<file path="src/hw/periph_idle_pkg.sv">
// Purpose: Shared constants and types for the peripheral idle gating block.
// Assumes: APB with 32-bit data; one register per aligned word.
// Notes:   Offsets 0x9400 to 0x9402 are word indices; byte address is index times four.
package periph_idle_pkg;

    localparam int unsigned  APB_AW             = 18;
    localparam logic [15:0]  GATE_CTRL_INDEX    = 16'h9400;
    localparam logic [15:0]  GATE_STAT_INDEX    = 16'h9401;
    localparam logic [15:0]  IDLE_CTRL_INDEX    = 16'h9402;
    localparam logic [17:0]  GATE_CTRL_ADDR     = {GATE_CTRL_INDEX, 2'b00};
    localparam logic [17:0]  GATE_STAT_ADDR     = {GATE_STAT_INDEX, 2'b00};
    localparam logic [17:0]  IDLE_CTRL_ADDR     = {IDLE_CTRL_INDEX, 2'b00};

    // Control register field positions; BIT_IDLE_REQ is the request bit of the idle request register.
    localparam int unsigned  BIT_TIMER_A        = 0;
    localparam int unsigned  BIT_TIMER_B        = 1;
    localparam int unsigned  BIT_SPORT_A        = 2;
    localparam int unsigned  BIT_SPORT_B        = 3;
    localparam int unsigned  BIT_RESERVED4      = 4;
    localparam int unsigned  BIT_GPIO           = 5;
    localparam int unsigned  BIT_IDENT          = 6;
    localparam int unsigned  BIT_I2C            = 7;
    localparam int unsigned  BIT_UART           = 8;
    localparam int unsigned  BIT_PARALLEL       = 9;
    localparam int unsigned  BIT_WATCHDOG       = 10;
    localparam int unsigned  BIT_OS_TIMER       = 11;
    localparam int unsigned  BIT_EXT_MEM        = 12;
    localparam int unsigned  BIT_MISC           = 13;
    localparam int unsigned  BIT_IDLE_REQ       = 3;

    // Writable control bits: 13..0 including reserved bit 4; 15..14 are read-only zero.
    localparam logic [15:0]  GATE_CTRL_WR_MASK  = 16'h3FFF;
    localparam logic [15:0]  GATE_CTRL_USE_MASK = 16'h3FEF;
    localparam logic [15:0]  GATE_CTRL_RESET    = 16'h0000;
    localparam logic [15:0]  IDLE_CTRL_RESET    = 16'h0000;
    localparam logic [31:0]  RDATA_ZERO         = 32'h0000_0000;

    typedef struct packed {
        logic misc_gate;
        logic ext_mem_if_gate;
        logic os_timer_gate;
        logic watchdog_gate;
        logic parallel_port_gate;
        logic serial_uart_gate;
        logic i2c_gate;
        logic ident_module_gate;
        logic gpio_gate;
        logic reserved_gate;
        logic serial_port_b_gate;
        logic serial_port_a_gate;
        logic timer_b_gate;
        logic timer_a_gate;
    } gate_vec_t;

    typedef enum logic [0:0] {
        DOMAIN_ACTIVE = 1'b0,
        DOMAIN_IDLE   = 1'b1
    } domain_state_t;

endpackage
</file>
<file path="src/hw/periph_gate_cell.sv">
// Purpose: One peripheral's idle gate, updated on each idle instruction.
// Assumes: idle_exec is a one-cycle pulse.
// Notes:   Disabled state is held until the next idle instruction decides again.
`timescale 1ns/1ps
module periph_gate_cell
    import periph_idle_pkg::*;
(
    // Clock and reset.
    input  wire logic pclk,
    input  wire logic presetn,
    // Decision inputs.
    input  wire logic idle_exec,
    input  wire logic idle_request,
    input  wire logic ctrl_bit,
    // Gate output.
    output logic      gated
);

    logic gated_q;
    logic gated_d;

    always_comb begin
        gated_d = gated_q;
        if (idle_exec) begin
            // Request low wakes every peripheral whatever its bit says.
            if (!idle_request) begin
                gated_d = 1'b0;
            end else begin
                gated_d = ctrl_bit;
            end
        end
    end

    always_ff @(posedge pclk or negedge presetn) begin
        if (!presetn) begin
            gated_q <= 1'b0;
        end else begin
            gated_q <= gated_d;
        end
    end

    assign gated = gated_q;

endmodule

</file>
<file path="src/hw/periph_idle_gating.sv">
// Purpose: Peripheral idle control register and per-peripheral idle gating.
// Assumes: APB slave, zero wait states; idle_exec pulses once per idle instruction.
// Notes:   Gates are held from flip-flops; a gate high means that peripheral is disabled.
//
// Contract
// Control bit 13 disables the miscellaneous configuration group on idle when set.
// Misc gate: bus select, timeout error, bus control, timer select, clock-out, clock mode.
// Control bit 12 disables the external memory interface on idle when set.
// Control bit 11 disables the OS timer on idle when set.
// Control bit 10 disables the watchdog on idle when set.
// Control bit 9 disables the parallel port on idle when set.
// An idle instruction with the request low wakes every peripheral, whatever the control bits.
// With the request high, an idle instruction wakes peripherals whose bit is 0 only.
// Bits 8..5, 3..0 gate UART, I2C, ident, GPIO, serial ports, timers; bit 4 is reserved.
// Status bit 3 reads 1 while the peripheral domain is disabled and 0 while active; the code reads back the written request bit instead.
// Bits 15 and 14 ignore writes and read zero, and every control bit resets to zero.
`timescale 1ns/1ps
module periph_idle_gating
    import periph_idle_pkg::*;
#(
    parameter int unsigned GATES = 14
)(
    // Clock and reset.
    input  wire logic              pclk,
    input  wire logic              presetn,
    // APB slave.
    input  wire logic              psel,
    input  wire logic              penable,
    input  wire logic              pwrite,
    input  wire logic [APB_AW-1:0] paddr,
    input  wire logic [31:0]       pwdata,
    input  wire logic [3:0]        pstrb,
    output logic      [31:0]       prdata,
    output logic                   pready,
    output logic                   pslverr,
    // Processor idle instruction.
    input  wire logic              idle_exec,
    // Peripheral gates.
    output gate_vec_t              gates,
    output logic                   periph_domain_idle_flag
);

    // Refuse a gate count that the fixed field layout cannot serve.
    generate
        if (GATES != 14) begin : gen_bad_gates
            $error("periph_idle_gating supports exactly 14 gate positions");
        end
    endgenerate

    // Register state.
    logic [15:0]   peripheral_idle_control_q;
    logic [15:0]   peripheral_idle_control_d;
    logic [15:0]   idle_status_reg_q;
    logic [15:0]   idle_status_reg_d;
    domain_state_t domain_q;
    domain_state_t domain_d;
    logic [31:0]   prdata_q;
    logic [31:0]   prdata_d;
    logic          pslverr_q;
    logic          pslverr_d;
    // Bus decode.
    logic          access;
    logic          setup;
    logic          sel_ctrl;
    logic          sel_gate_stat;
    logic          sel_idle_req;
    logic          addr_ok;
    logic          wr_ctrl;
    logic          wr_idle_req;
    logic [15:0]   wmask;
    logic [15:0]   ctrl_wr_mask;
    logic [15:0]   read_word;
    // Gating.
    logic [15:0]   gate_bits;
    logic [15:0]   gate_state;
    logic          periph_domain_idle_request;

    assign access        = psel && penable;
    assign setup         = psel && !penable;
    assign sel_ctrl      = (paddr == GATE_CTRL_ADDR);
    assign sel_gate_stat = (paddr == GATE_STAT_ADDR);
    assign sel_idle_req  = (paddr == IDLE_CTRL_ADDR);
    assign addr_ok       = sel_ctrl || sel_gate_stat || sel_idle_req;
    assign wr_ctrl       = access && pwrite && sel_ctrl;
    assign wr_idle_req   = access && pwrite && sel_idle_req && pstrb[0];
    assign wmask         = {{8{pstrb[1]}}, {8{pstrb[0]}}};
    assign ctrl_wr_mask  = wmask & GATE_CTRL_WR_MASK;
    assign periph_domain_idle_request = idle_status_reg_q[BIT_IDLE_REQ];

    // Control register: a write lands at the access edge, lane by lane.
    always_comb begin
        peripheral_idle_control_d = peripheral_idle_control_q;
        if (wr_ctrl) begin
            peripheral_idle_control_d = (peripheral_idle_control_q & ~ctrl_wr_mask)
                | (pwdata[15:0] & ctrl_wr_mask);
        end
    end

    always_ff @(posedge pclk or negedge presetn) begin
        if (!presetn) begin
            peripheral_idle_control_q <= GATE_CTRL_RESET;
        end else begin
            peripheral_idle_control_q <= peripheral_idle_control_d;
        end
    end

    // Idle request register: only the request bit is writable.
    always_comb begin
        idle_status_reg_d = idle_status_reg_q;
        if (wr_idle_req) begin
            idle_status_reg_d[BIT_IDLE_REQ] = pwdata[BIT_IDLE_REQ];
        end
    end

    always_ff @(posedge pclk or negedge presetn) begin
        if (!presetn) begin
            idle_status_reg_q <= IDLE_CTRL_RESET;
        end else begin
            idle_status_reg_q <= idle_status_reg_d;
        end
    end

    // Word to be read at the current address; unmapped addresses read zero.
    always_comb begin
        read_word = 16'h0000;
        case (paddr)
            GATE_CTRL_ADDR: begin
                read_word = peripheral_idle_control_q & GATE_CTRL_WR_MASK;
            end
            GATE_STAT_ADDR: begin
                read_word = gate_state;
            end
            IDLE_CTRL_ADDR: begin
                read_word = idle_status_reg_q;
            end
            default: begin
                read_word = 16'h0000;
            end
        endcase
    end

    // Read data is loaded in the setup cycle and held through the access cycle.
    always_comb begin
        prdata_d = prdata_q;
        if (setup) begin
            prdata_d = RDATA_ZERO;
            if (!pwrite) begin
                prdata_d = {16'h0000, read_word};
            end
        end
    end

    always_ff @(posedge pclk or negedge presetn) begin
        if (!presetn) begin
            prdata_q <= RDATA_ZERO;
        end else begin
            prdata_q <= prdata_d;
        end
    end

    // Error is decided in the setup cycle and shown only in the access cycle.
    always_comb begin
        pslverr_d = pslverr_q;
        if (setup) begin
            pslverr_d = !addr_ok;
        end else if (!access) begin
            pslverr_d = 1'b0;
        end
    end

    always_ff @(posedge pclk or negedge presetn) begin
        if (!presetn) begin
            pslverr_q <= 1'b0;
        end else begin
            pslverr_q <= pslverr_d;
        end
    end

    // Domain idle state follows the last idle instruction.
    always_comb begin
        domain_d = domain_q;
        if (idle_exec) begin
            case (periph_domain_idle_request)
                1'b0: domain_d = DOMAIN_ACTIVE;
                1'b1: domain_d = DOMAIN_IDLE;
                default: domain_d = DOMAIN_ACTIVE;
            endcase
        end
    end

    always_ff @(posedge pclk or negedge presetn) begin
        if (!presetn) begin
            domain_q <= DOMAIN_ACTIVE;
        end else begin
            domain_q <= domain_d;
        end
    end

    // Reserved bit 4 never gates anything.
    assign gate_bits = peripheral_idle_control_q & GATE_CTRL_USE_MASK;

    genvar g;
    generate
        for (g = 0; g < 16; g++) begin : gen_gate
            if (g < GATES && g != BIT_RESERVED4) begin : gen_cell
                periph_gate_cell u_cell (
                    .pclk         (pclk),
                    .presetn      (presetn),
                    .idle_exec    (idle_exec),
                    .idle_request (periph_domain_idle_request),
                    .ctrl_bit     (gate_bits[g]),
                    .gated        (gate_state[g])
                );
            end else begin : gen_none
                assign gate_state[g] = 1'b0;
            end
        end
    endgenerate

    // Misc gate drives the bus selection, timeout, bus control, timer select,
    // clock-out and clock mode registers together.
    assign gates.misc_gate          = gate_state[BIT_MISC];
    assign gates.ext_mem_if_gate    = gate_state[BIT_EXT_MEM];
    assign gates.os_timer_gate      = gate_state[BIT_OS_TIMER];
    assign gates.watchdog_gate      = gate_state[BIT_WATCHDOG];
    assign gates.parallel_port_gate = gate_state[BIT_PARALLEL];
    assign gates.serial_uart_gate   = gate_state[BIT_UART];
    assign gates.i2c_gate           = gate_state[BIT_I2C];
    assign gates.ident_module_gate  = gate_state[BIT_IDENT];
    assign gates.gpio_gate          = gate_state[BIT_GPIO];
    assign gates.reserved_gate      = gate_state[BIT_RESERVED4];
    assign gates.serial_port_b_gate = gate_state[BIT_SPORT_B];
    assign gates.serial_port_a_gate = gate_state[BIT_SPORT_A];
    assign gates.timer_b_gate       = gate_state[BIT_TIMER_B];
    assign gates.timer_a_gate       = gate_state[BIT_TIMER_A];

    assign periph_domain_idle_flag = (domain_q == DOMAIN_IDLE);
    assign prdata  = prdata_q;
    assign pready  = access;
    assign pslverr = access && pslverr_q;

endmodule

</file>
<file path="config.mk">
export PLATFORM = sky130hd
export DESIGN_NAME = periph_idle_gating
export DESIGN_NICKNAME = d
export VERILOG_FILES = /design/src/hw/periph_idle_pkg.sv /design/src/hw/periph_gate_cell.sv /design/src/hw/periph_idle_gating.sv
export SDC_FILE = /design/constraint.sdc
export NUM_CORES = 1
export LEC_CHECK = 0
export BUFFER_PORTS_ARGS = -buffer_cell sky130_fd_sc_hd__buf_2
export CELL_PAD_IN_SITES_DETAIL_PLACEMENT = 1
export CELL_PAD_IN_SITES_GLOBAL_PLACEMENT = 2
export CORE_ASPECT_RATIO = 0.6
export CORE_UTILIZATION = 24
export DETAILED_ROUTE_END_ITERATION = 8
export GPL_TIMING_DRIVEN = 0
export PLACE_DENSITY_LB_ADDON = 0.1
export SYNTH_ARGS = -nofsm -noshare
export SYNTH_HDL_FRONTEND = slang
export SYNTH_SLANG_ARGS = --single-unit
</file>
<file path="constraint.sdc">
create_clock -name pclk -period 1 [get_ports pclk]
set_input_delay 0.15 -clock pclk [delete_from_list [all_inputs] [get_ports pclk]]
set_output_delay 0.15 -clock pclk [all_outputs]
set_load 0.01 [all_outputs]
</file>
==> results of run 1 <==
==> cells in the mapped netlist, drive strengths merged, types with 2 or more instances <==
cell type | count | area, µm²
buf | 33 | 244.0
clkbuf | 8 | 30.03
dfrtp | 44 | 1101
inv | 13 | 48.80
mux2 | 16 | 180.2
mux2i | 13 | 130.1
nand2 | 13 | 48.80
nand3 | 14 | 70.07
nand3b | 2 | 15.01
nand4 | 2 | 25.02
nor2 | 2 | 7.510
nor3 | 3 | 20.02
o21ai | 27 | 135.1
or4 | 3 | 30.03
==> logic make-up after synthesis <==
family | count (synthesis)
AOI/OAI and AO/OA | 30
buffers and inverters | 54
muxes | 29
and+or+nand+nor | 47
other | 1
DFF | 44
==> path summary, 6_finish.rpt <==
kind                                        end  slack (ns)  cells after the start
max                        idle_status_reg_q[3]       -0.65                      5
min                                   prdata[7]        0.04                      1
max reg2reg                           prdata[3]       -0.12                      4
min reg2reg                          prdata[10]        0.48                      2
max in group asynchronous  idle_status_reg_q[3]        0.25                      1
min in group pclk                     flip-flop        0.09                      2
==> power groups by stage <==
stage / Sequential [mW] / Combinational, mW / Clock [mW]
2_1_floorplan: 1.82 / 0.154 / 0
3_3_place_gp: 1.82 / 0.302 / 0
3_5_place_dp: 1.82 / 0.303 / 0
4_1_cts: 1.78 / 0.330 / 1.72
5_1_grt: 1.78 / 0.365 / 1.78
6_report: 1.78 / 0.331 / 1.67
==> timing repair <==
item                                    in CTS  in global routing
buffers inserted                            18                  3
pin swaps                                   12                  5
gates cloned                                 1                  0
gates resized for setup                     55                 22
endpoints found under the setup margin      55                 48
==> metrics by stage <==
| step | cell area, µm² | util (%) | instances | setup WS, ns |
|---|---|---|---|---|
| finish | 3223 | 37.11 | 421 | -0.6530 |
| CTS | 3146 | 36.21 | 418 | -0.6197 |
| detailed placement | 2733 | 31.46 | 402 | -0.9660 |
| global route | 3223 | 37.11 | 421 | -0.6797 |
| global placement | 2733 | 31.46 | 402 | -0.9611 |
| floorplan | 2257 | - | 223 | -0.7717 |
==> layout make-up <==
class | instances | area, µm² | share of cell area (%)
Inverter | 13 | 48.80 | 1.514
Timing Repair Buffer | 89 | 618.1 | 19.18
Multi-Input combinational cell | 125 | 943.4 | 29.27
Buffer | 30 | 224.0 | 6.949
Clock buffer | 8 | 146.4 | 4.542
Tap cell | 112 | 140.1 | 4.348
Sequential cell | 44 | 1102 | 34.20
==> critical path, cell delays in order <==
cell and delay, ns:
buf_6 0.09, or4_4 0.54, or4_4 0.61, nor2_4 0.14
mux2_4 0.30
==> placed cells by master (no fill, tap or decap), types with 3 or more instances in the layout <==
cell type | synthesis | layout
dfrtp_1 | 44 | 43
o21ai_0 | 27 | 8
or4_4 | 2 | 3
mux2_4 | 0 | 3
buf_4 | 32 | 37
clkbuf_1 | 8 | 6
clkbuf_8 | 0 | 3
nand3_1 | 14 | 14
o21ai_2 | 0 | 10
mux2i_1 | 13 | 13
mux2_2 | 14 | 13
buf_2 | 0 | 52
inv_1 | 13 | 13
buf_6 | 0 | 21
conb_1 | 1 | 19
o21ai_1 | 0 | 9
nand2_1 | 13 | 13
clkbuf_16 | 0 | 5
==> layer usage <==
metal	GRT usage [%]	vias up	wire length (µm)
met4	2.927	0	36
li1	-	858	-
met3	3.602	4	257
met2	20.17	44	2625
met1	21.43	847	3349
met5	0	-	0
==> results.yml, run 1 <==
status:
  run_status: "finished with violations"
  violations: "negative setup slack"
pwr:
  power_switching_share_pct: 22.69
  power_report.internal_total_mw: 2.929
  power_switching_mw: 0.8597
  post-layout-total-power_mw: 3.789
  comb_power_share_pct: 8.7
  power.clock.fraction_pct: 44.2
  static-leakage-power_nw: 1.676
  power_per_cell_area_mw_per_mm2: 1176
  sequential_share_of_power_pct: 47.1
  max-vdd-ir-drop_mv: 0.5429
sta:
  grt_setup_unrepaired: "yes"
  layout_setup_ws_ns: -0.6530
  setup-violations-final: 33
  worst_hold_margin_ns: 0.03973
  timing.final.crit_period_ns: 1.653
  layout_worst_path_cycle_share_pct: 165.3
  tightest_slew_ns: 1.023
  slew_headroom_pct: 31.78
  timing.fmax_mhz: 605.0
  setup_total_negative_slack_ns: -16.31
  report.final.hold_viol_count: 0
  clock-skew-final_ns: 0.003745
  maxSlewViolCount: 0
critical_path:
  arrival_ns: 1.82
  crit-reg2reg-launch: "idle_status_reg_q[3]"
  endpoint_kind: "flip-flop"
  cp_data_required_time_ns: 1.17
  timing_worst_setup_path_type: "input pin to flip-flop"
  cp-start-kind: "input pin"
  worst_setup_path_startpoint: "paddr[4]"
  crit_path_max_fanout: 3
clock_network:
  cts_sinks: 44
  clk-insertion-delay-late_ns: 0.29
  clock_root_buffer: "clkbuf_16"
  cts-buffers-inserted: 5
  holdBufCountCts: 0
  cts_tree: "built"
  clockBufferDepth: 2
  htree_levels: 2
  cts_clk_pin_slew_worst_paths_ns: 0.06
logic_synthesis:
  compound_gate_portion_of_the_synthesized_area_pct: 7.094
  synth_simple_gate_area_share_pct: 13.44
  syn-instance-count: 205
  syn-cell-area_mm2: 0.002187
  synth_area_per_cell_um2: 10.67
  yosys-mux-area-fraction_pct: 14.19
  synth_top_family_by_area: "buffers and inverters"
  synth.yosys.warnings: 0
  synthAdderAreaFrac_pct: 0
  yosys.area_share.xor_xnor_pct: 0
  synth_edf_count: 0
  synth.ff_latch_count: 44
  ys_seq_area_share_pct: 50.34
  dominantRegCellSynth: "dfrtp_1"
  ys_async_sr_fraction_pct: 100.0
  post_synth_num_cell_types: 30
floorplanning:
  fp-row-count: 26
  num_io_pins: 109
  core_area_mm2: 0.008686
  die_w_um: 125.2
  die_area_mm2: 0.009511
  floorplan.die.height_um: 75.95
  starting_density_of_the_core_pct: 25.18
detailed_routing:
  via_per_inst: 4.164
  dr_total_vias: 1753
  route.antenna.remaining_nets: 0
  wl_um: 6269
  drt_first_iter_violations: 57
  drt_pass1_iterations: 6
  wire_per_inst_um: 14.89
  remaining_drc_errors: 0
final_layout:
  nFillCells: 991
  area_growth_syn_to_layout_pct: 47.37
  drive_above_1_share_pct: 51.78
  num-nets-final: 368
  antenna_cells: 0
grt:
  grt_pass1_wl_um: 10280
  pin_count_of_the_biggest_net_entering_global_routing: 45
  track_usage_pct: 14.22
  grt_overflow_total: 0
  number_of_antenna_violations_at_the_first_check_in_global_routing: 0
  first_global_vias: 1872
placement:
  port-buffer-count: 67
  dp.final_hpwl_um: 4511
  gp_congestion: 0.6933
run:
  max_cap_viol_count: 0
hold_path:
  hold_class: "input pin to asynchronous set/reset pin"
(Power assumes the default switching activity.)
==> run 2, diff against run 1 <==
--- a/config.mk
+++ b/config.mk
@@ -5,11 +5,12 @@
 export SDC_FILE = /design/constraint.sdc
 export NUM_CORES = 1
 export LEC_CHECK = 0
+export ABC_AREA = 1
 export BUFFER_PORTS_ARGS = -buffer_cell sky130_fd_sc_hd__buf_2
 export CELL_PAD_IN_SITES_DETAIL_PLACEMENT = 1
 export CELL_PAD_IN_SITES_GLOBAL_PLACEMENT = 2
 export CORE_ASPECT_RATIO = 0.6
-export CORE_UTILIZATION = 24
+export CORE_UTILIZATION = 22
 export DETAILED_ROUTE_END_ITERATION = 8
 export GPL_TIMING_DRIVEN = 0
 export PLACE_DENSITY_LB_ADDON = 0.1
==> results.yml, run 2 <==
clock_network:
  clockBufferDepth: 2
  cts-buffers-inserted: 5
  holdBufCountCts: 0
  htree_levels: 2
  clock_root_buffer: "clkbuf_16"
  cts_clk_pin_slew_worst_paths_ns: 0.06
  clk-insertion-delay-late_ns: 0.28
  cts_sinks: 44
  cts_tree: "built"
sta:
  worst_hold_margin_ns: -0.09184
  clock-skew-final_ns: 0.006535
  slew_headroom_pct: 57.03
  maxSlewViolCount: 0
  grt_setup_unrepaired: "yes"
  tightest_slew_ns: 0.6446
  layout_worst_path_cycle_share_pct: 103.7
  report.final.hold_viol_count: 44
  timing.fmax_mhz: 964.1
  timing.final.crit_period_ns: 1.037
  layout_setup_ws_ns: -0.03729
  setup-violations-final: 17
logic_synthesis:
  post_synth_num_cell_types: 17
  dominantRegCellSynth: "dfrtp_1"
  synth_area_per_cell_um2: 7.732
  syn-cell-area_mm2: 0.002327
  synthDominantCellAreaShare_pct: 47.31
  synth.ff_latch_count: 44
  synth.yosys.warnings: 0
  synth_top_cells_by_count: "nand2_1 (92), nand3_1 (54), dfrtp_1 (44)"
  syn-instance-count: 301
  ys_async_sr_fraction_pct: 100.0
  synth_top_area_cell: "dfrtp_1"
  ys_seq_area_share_pct: 47.31
  synth_edf_count: 0
  synth.top_cells.by_area: "dfrtp_1 (47%), nand2_1 (15%), nand3_1 (12%)"
  yosysMostFrequentCell: "nand2_1"
placement:
  dp.final_hpwl_um: 5434
  gp_congestion: 0.7032
  place_inst: 522
  port-buffer-count: 68
grt:
  number_of_antenna_violations_at_the_first_check_in_global_routing: 0
  grt_pass1_wl_um: 12010
  track_usage_pct: 14.49
  layer_carrying_the_most_global_route_usage: "met1"
  grt_overflow_total: 0
  grt_use_met2_pct: 19.90
  pin_count_of_the_biggest_net_entering_global_routing: 45
  first_global_vias: 2229
  use_met3_pct: 3.642
  met1_routing_resource_usage_after_global_routing_pct: 22.57
detailed_routing:
  drt_first_iter_violations: 62
  via_per_inst: 3.958
  route.antenna.remaining_nets: 0
  wl_um: 7453
  dr_total_vias: 2157
  wire_per_inst_um: 13.68
  drt_pass1_iterations: 5
  remaining_drc_errors: 0
floorplanning:
  floorplan.die.height_um: 81.67
  starting_density_of_the_core_pct: 23.15
  fp-row-count: 28
  num_io_pins: 109
  die_w_um: 134.8
  core_area_mm2: 0.01005
  die_area_mm2: 0.01101
critical_path:
  timing_worst_setup_path_type: "input pin to flip-flop"
  arrival_ns: 1.26
  endpoint_kind: "flip-flop"
  cp_data_required_time_ns: 1.23
  cp-start-kind: "input pin"
  crit_path_max_fanout: 6
final_layout:
  drive_above_1_share_pct: 48.05
  num-nets-final: 470
  finish.utilization_pct: 36.39
  antenna_cells: 0
  finalNonFillerCells: 545
  layout_commonest_cell: "nand2_1"
  area_growth_syn_to_layout_pct: 57.20
  layout_common_cells: "nand2_1 (60), buf_4 (45), buf_2 (44)"
pwr:
  static-leakage-power_nw: 1.968
  power_per_cell_area_mw_per_mm2: 1022
  max-vdd-ir-drop_mv: 0.5763
status:
  violations: "negative hold slack, negative setup slack"
  run_status: "finished with violations"
hold_path:
  hold_class: "input pin to asynchronous set/reset pin"
run:
  max_cap_viol_count: 0
[run 2: cell count changes in the layout (fill, tap and decap cells not counted), sizes merged, moves of 3 or more]
cell | previous run | this run
mux2 | 16 | 1
or4 | 3 | 0
nand3 | 14 | 54
o21ai | 27 | 16
inv | 13 | 27
clkbuf | 16 | 13
buf | 111 | 120
nor2 | 2 | 18
mux2i | 13 | 0
nand2 | 13 | 93
[run 2: kinds of logic after synthesis]
kind of cell,count (synthesis),share of synthesized area (%)
DFF,44,47.31
other,1,0.1611
buffers and inverters,70,16.88
muxes,1,0.4838
and+or+nand+nor,169,31.56
AOI/OAI and AO/OA,16,3.602
[run 2: worst paths after layout]
path,start,endpoint,slack [ns],cells past startpoint
min,presetn,prdata[1],-0.09,1
min reg2reg,prdata[7],prdata[7],0.47,2
max in group asynchronous,presetn,idle_status_reg_q[3],0.61,1
max reg2reg,gen_gate[3].gen_cell.u_cell.gated,prdata[3],0.03,5
max,paddr[4],prdata[11],-0.04,11
min in group pclk,pwdata[3],idle_status_reg_q[3],0.09,3
[run 2: power breakdown]
part	switching [mW]	internal, mW
Sequential	0.000692	1.78
Combinational	0.220	0.161
Clock	0.663	0.909
[run 2: stage by stage]
stage                     hold slack, ns  setup TNS (ns)  power, mW  cell area [µm²]  worst slack (ns)
after CTS                        0.08830          -1.426      3.761             3446          -0.07565
after detailed placement          0.3923          -23.11      2.136             2938           -0.6305
final                           -0.09184         -0.2791      3.737             3659          -0.03729
after floorplan                  -0.1456          -4.158      1.979             2429           -0.1777
after global routing            -0.03944          -2.495      3.939             3659           -0.1235
after global placement            0.3895          -22.45      2.133             2938           -0.5944
[run 2: area by class of cell]
type	count	area, µm²
Buffer	30	220.2
Clock buffer	6	128.9
Clock inverter	1	5.005
Fill cell	1193	6396
Inverter	27	106.4
Multi-Input combinational cell	205	1204
Sequential cell	44	1102
Tap cell	135	168.9
Timing Repair Buffer	97	723.2
[run 2: critical path, cell delays in order]
cell	delay (ns)
buf_6	0.10
nor2_4	0.09
nand2_2	0.07
nor2_4	0.14
nand2_4	0.09
inv_6	0.08
o21ai_4	0.07
nor2_4	0.19
buf_6	0.18
nand2_2	0.06
nand2_1	0.05
[run 2: what timing repair did]
item / CTS / global route
hold endpoints to repair: 0 / 44
resized for setup: 71 / 47
pin swaps: 21 / 21
setup endpoints to repair: 53 / 46
cloned: 2 / 0
buffers inserted: 23 / 4
[run 2: metal layers]
layer,vias up,share of wire [%]
li1,1120,-
met1,980,56
met2,55,39
met3,2,4.6
met4,0,0.17
met5,-,0
==> run 3, diff against run 2 <==
--- a/config.mk
+++ b/config.mk
@@ -6,12 +6,12 @@
 export NUM_CORES = 1
 export LEC_CHECK = 0
 export ABC_AREA = 1
-export BUFFER_PORTS_ARGS = -buffer_cell sky130_fd_sc_hd__buf_2
 export CELL_PAD_IN_SITES_DETAIL_PLACEMENT = 1
 export CELL_PAD_IN_SITES_GLOBAL_PLACEMENT = 2
 export CORE_ASPECT_RATIO = 0.6
-export CORE_UTILIZATION = 22
+export CORE_UTILIZATION = 30
 export DETAILED_ROUTE_END_ITERATION = 8
+export DONT_BUFFER_PORTS = 1
 export GPL_TIMING_DRIVEN = 0
 export PLACE_DENSITY_LB_ADDON = 0.1
 export SYNTH_ARGS = -nofsm -noshare
==> results.yml, run 3 (synthesized netlist as in run 2, its figures left out) <==
critical_path:
  cp_data_required_time_ns: 0.85
  timing.critical_path.max_delay_family: "flip-flops"
  endpoint_kind: "output port"
  crit_path_max_fanout: 3
  max_stage_delay_ns: 0.41
  critical_path.cell_chain: "buf_6"
  count_of_buffer_and_inverter_cells_on_the_critical_path: 1
  critical-path-slowest-cell: "dfrtp_1"
  cp-start-kind: "flip-flop"
  timing_worst_setup_path_type: "flip-flop to output port"
  arrival_ns: 0.83
grt:
  grt_pass1_wl_um: 10580
  number_of_antenna_violations_at_the_first_check_in_global_routing: 0
  pin_count_of_the_biggest_net_entering_global_routing: 45
  grt_overflow_total: 0
  track_usage_pct: 17.64
  first_global_vias: 2025
clock_network:
  cts_tree: "built"
  cts_clk_pin_slew_worst_paths_ns: 0.06
  clockBufferDepth: 2
  holdBufCountCts: 2
  htree_levels: 2
  cts-buffers-inserted: 5
  clock_root_buffer: "clkbuf_16"
  clk-insertion-delay-late_ns: 0.29
  cts_sinks: 44
final_layout:
  postLayoutCellArea_mm2: 0.003158
  area_growth_syn_to_layout_pct: 35.70
  finish.utilization_pct: 42.75
  num-nets-final: 416
  seq_area_mm2: 0.001102
  layout_common_cells: "nand2_1 (75), buf_4 (54), nand3_1 (52)"
  area_occupied_by_multi_input_gates_mm2: 0.001071
  layout_commonest_cell: "nand2_1"
  drive_above_1_share_pct: 32.49
  antenna_cells: 0
  nFillCells: 914
detailed_routing:
  route.antenna.remaining_nets: 0
  drt_first_iter_violations: 68
  met1Wirelength_um: 3647
  routed_met3_length_um: 390
  via_per_inst: 4.299
  dr_total_vias: 1982
  wl_um: 6694
  wire_per_inst_um: 14.52
  drt_pass1_iterations: 4
  detailroute.wirelength.met2_um: 2600
  remaining_drc_errors: 0
  top_signal_layer_used: "met4"
sta:
  timing.final.crit_period_ns: 0.9811
  maxSlewViolCount: 0
  report.final.hold_viol_count: 44
  layout_worst_path_cycle_share_pct: 98.11
  worst_hold_margin_ns: -0.4441
  timing.fmax_mhz: 1019
  clock-skew-final_ns: 0.005227
  setup-violations-final: 0
  grt_setup_unrepaired: "yes"
pwr:
  power_switching_share_pct: 21.57
  power_report.internal_total_mw: 2.877
  sequential_share_of_power_pct: 48.6
  max-vdd-ir-drop_mv: 0.5887
  power_switching_mw: 0.7913
  comb_power_share_pct: 6.3
  power_per_cell_area_mw_per_mm2: 1162
  post-layout-total-power_mw: 3.668
  power.clock.fraction_pct: 45.1
  static-leakage-power_nw: 1.724
placement:
  gp_congestion: 0.7362
  dp.final_hpwl_um: 4750
  port-buffer-count: 0
  placed_cell_area_mm2: 0.002559
floorplanning:
  die_area_mm2: 0.008125
  floorplan.die.height_um: 70.23
  core_area_mm2: 0.007387
  starting_density_of_the_core_pct: 31.50
  die_w_um: 115.7
  fp-row-count: 24
  num_io_pins: 109
run:
  max_cap_viol_count: 0
hold_path:
  hold_class: "input pin to asynchronous set/reset pin"
status:
  run_status: "finished with violations"
  violations: "negative hold slack"
run 3: changes by cell type in the layout (fill, tap and decap cells not counted), sizes merged:
cell	previous run	this run
buf	120	65
dlygate4sd3	0	2
clkbuf	13	14
clkinv	1	0
run 3: repair_timing:
item,4_1_cts,5_1_grt
resized for setup,20,50
endpoints found under the setup margin,45,45
endpoints found under the hold margin,46,44
buffers inserted,11,15
pin swaps,4,18
gates cloned,1,1
run 3: stage by stage:
stage / hold slack [ns] / worst slack [ns] / instances / setup TNS (ns)
3_3_place_gp: -0.1446 / -0.4423 / 423 / -14.03
6_report: -0.4441 / 0.01893 / 461 / 0
2_1_floorplan: -0.1456 / -0.1777 / 319 / -4.158
4_1_cts: -0.4536 / 0.0001851 / 445 / 0
5_1_grt: -0.4576 / -0.01605 / 461 / -0.06012
3_5_place_dp: -0.1445 / -0.5000 / 423 / -15.10
run 3: area by class of cell:
type / count / share of cell area (%)
flip-flops and latches: 44 / 34.90
multi-input cells: 205 / 33.91
plain buffers: 43 / 10.62
repair buffers: 30 / 8.201
clock buffers: 8 / 4.635
well taps: 104 / 4.120
inverters: 27 / 3.605
run 3: path summary, 6_finish.rpt:
path | startpoint | end | slack [ns] | cells past startpoint
worst max-delay path | gen_gate[8].gen_cell.u_cell.gated | gates[8] | 0.02 | 1
worst min-delay path | presetn | prdata[1] | -0.44 | 0
worst max register to register | gen_gate[3].gen_cell.u_cell.gated | prdata[3] | 0.06 | 5
worst min register to register | flip-flop | flip-flop | 0.49 | 2
max in group asynchronous | presetn | idle_status_reg_q[3] | 1.35 | 0
min in group pclk | pwdata[3] | idle_status_reg_q[3] | 0 | 2
run 3: power by group through the flow:
stage | Sequential, mW | Combinational (mW) | Clock (mW)
finish | 1.78 | 0.231 | 1.65
global route | 1.78 | 0.256 | 1.77
CTS | 1.78 | 0.203 | 1.71
detailed placement | 1.82 | 0.190 | 0
global placement | 1.82 | 0.189 | 0
floorplan | 1.82 | 0.162 | 0
run 3: metal layers:
metal  global-route usage, %  vias to the layer above
li1                        -                     1012
met1                   27.33                      907
met2                   23.55                       58
met3                   5.295                        5
met4                   3.846                        0
met5                       0                        -
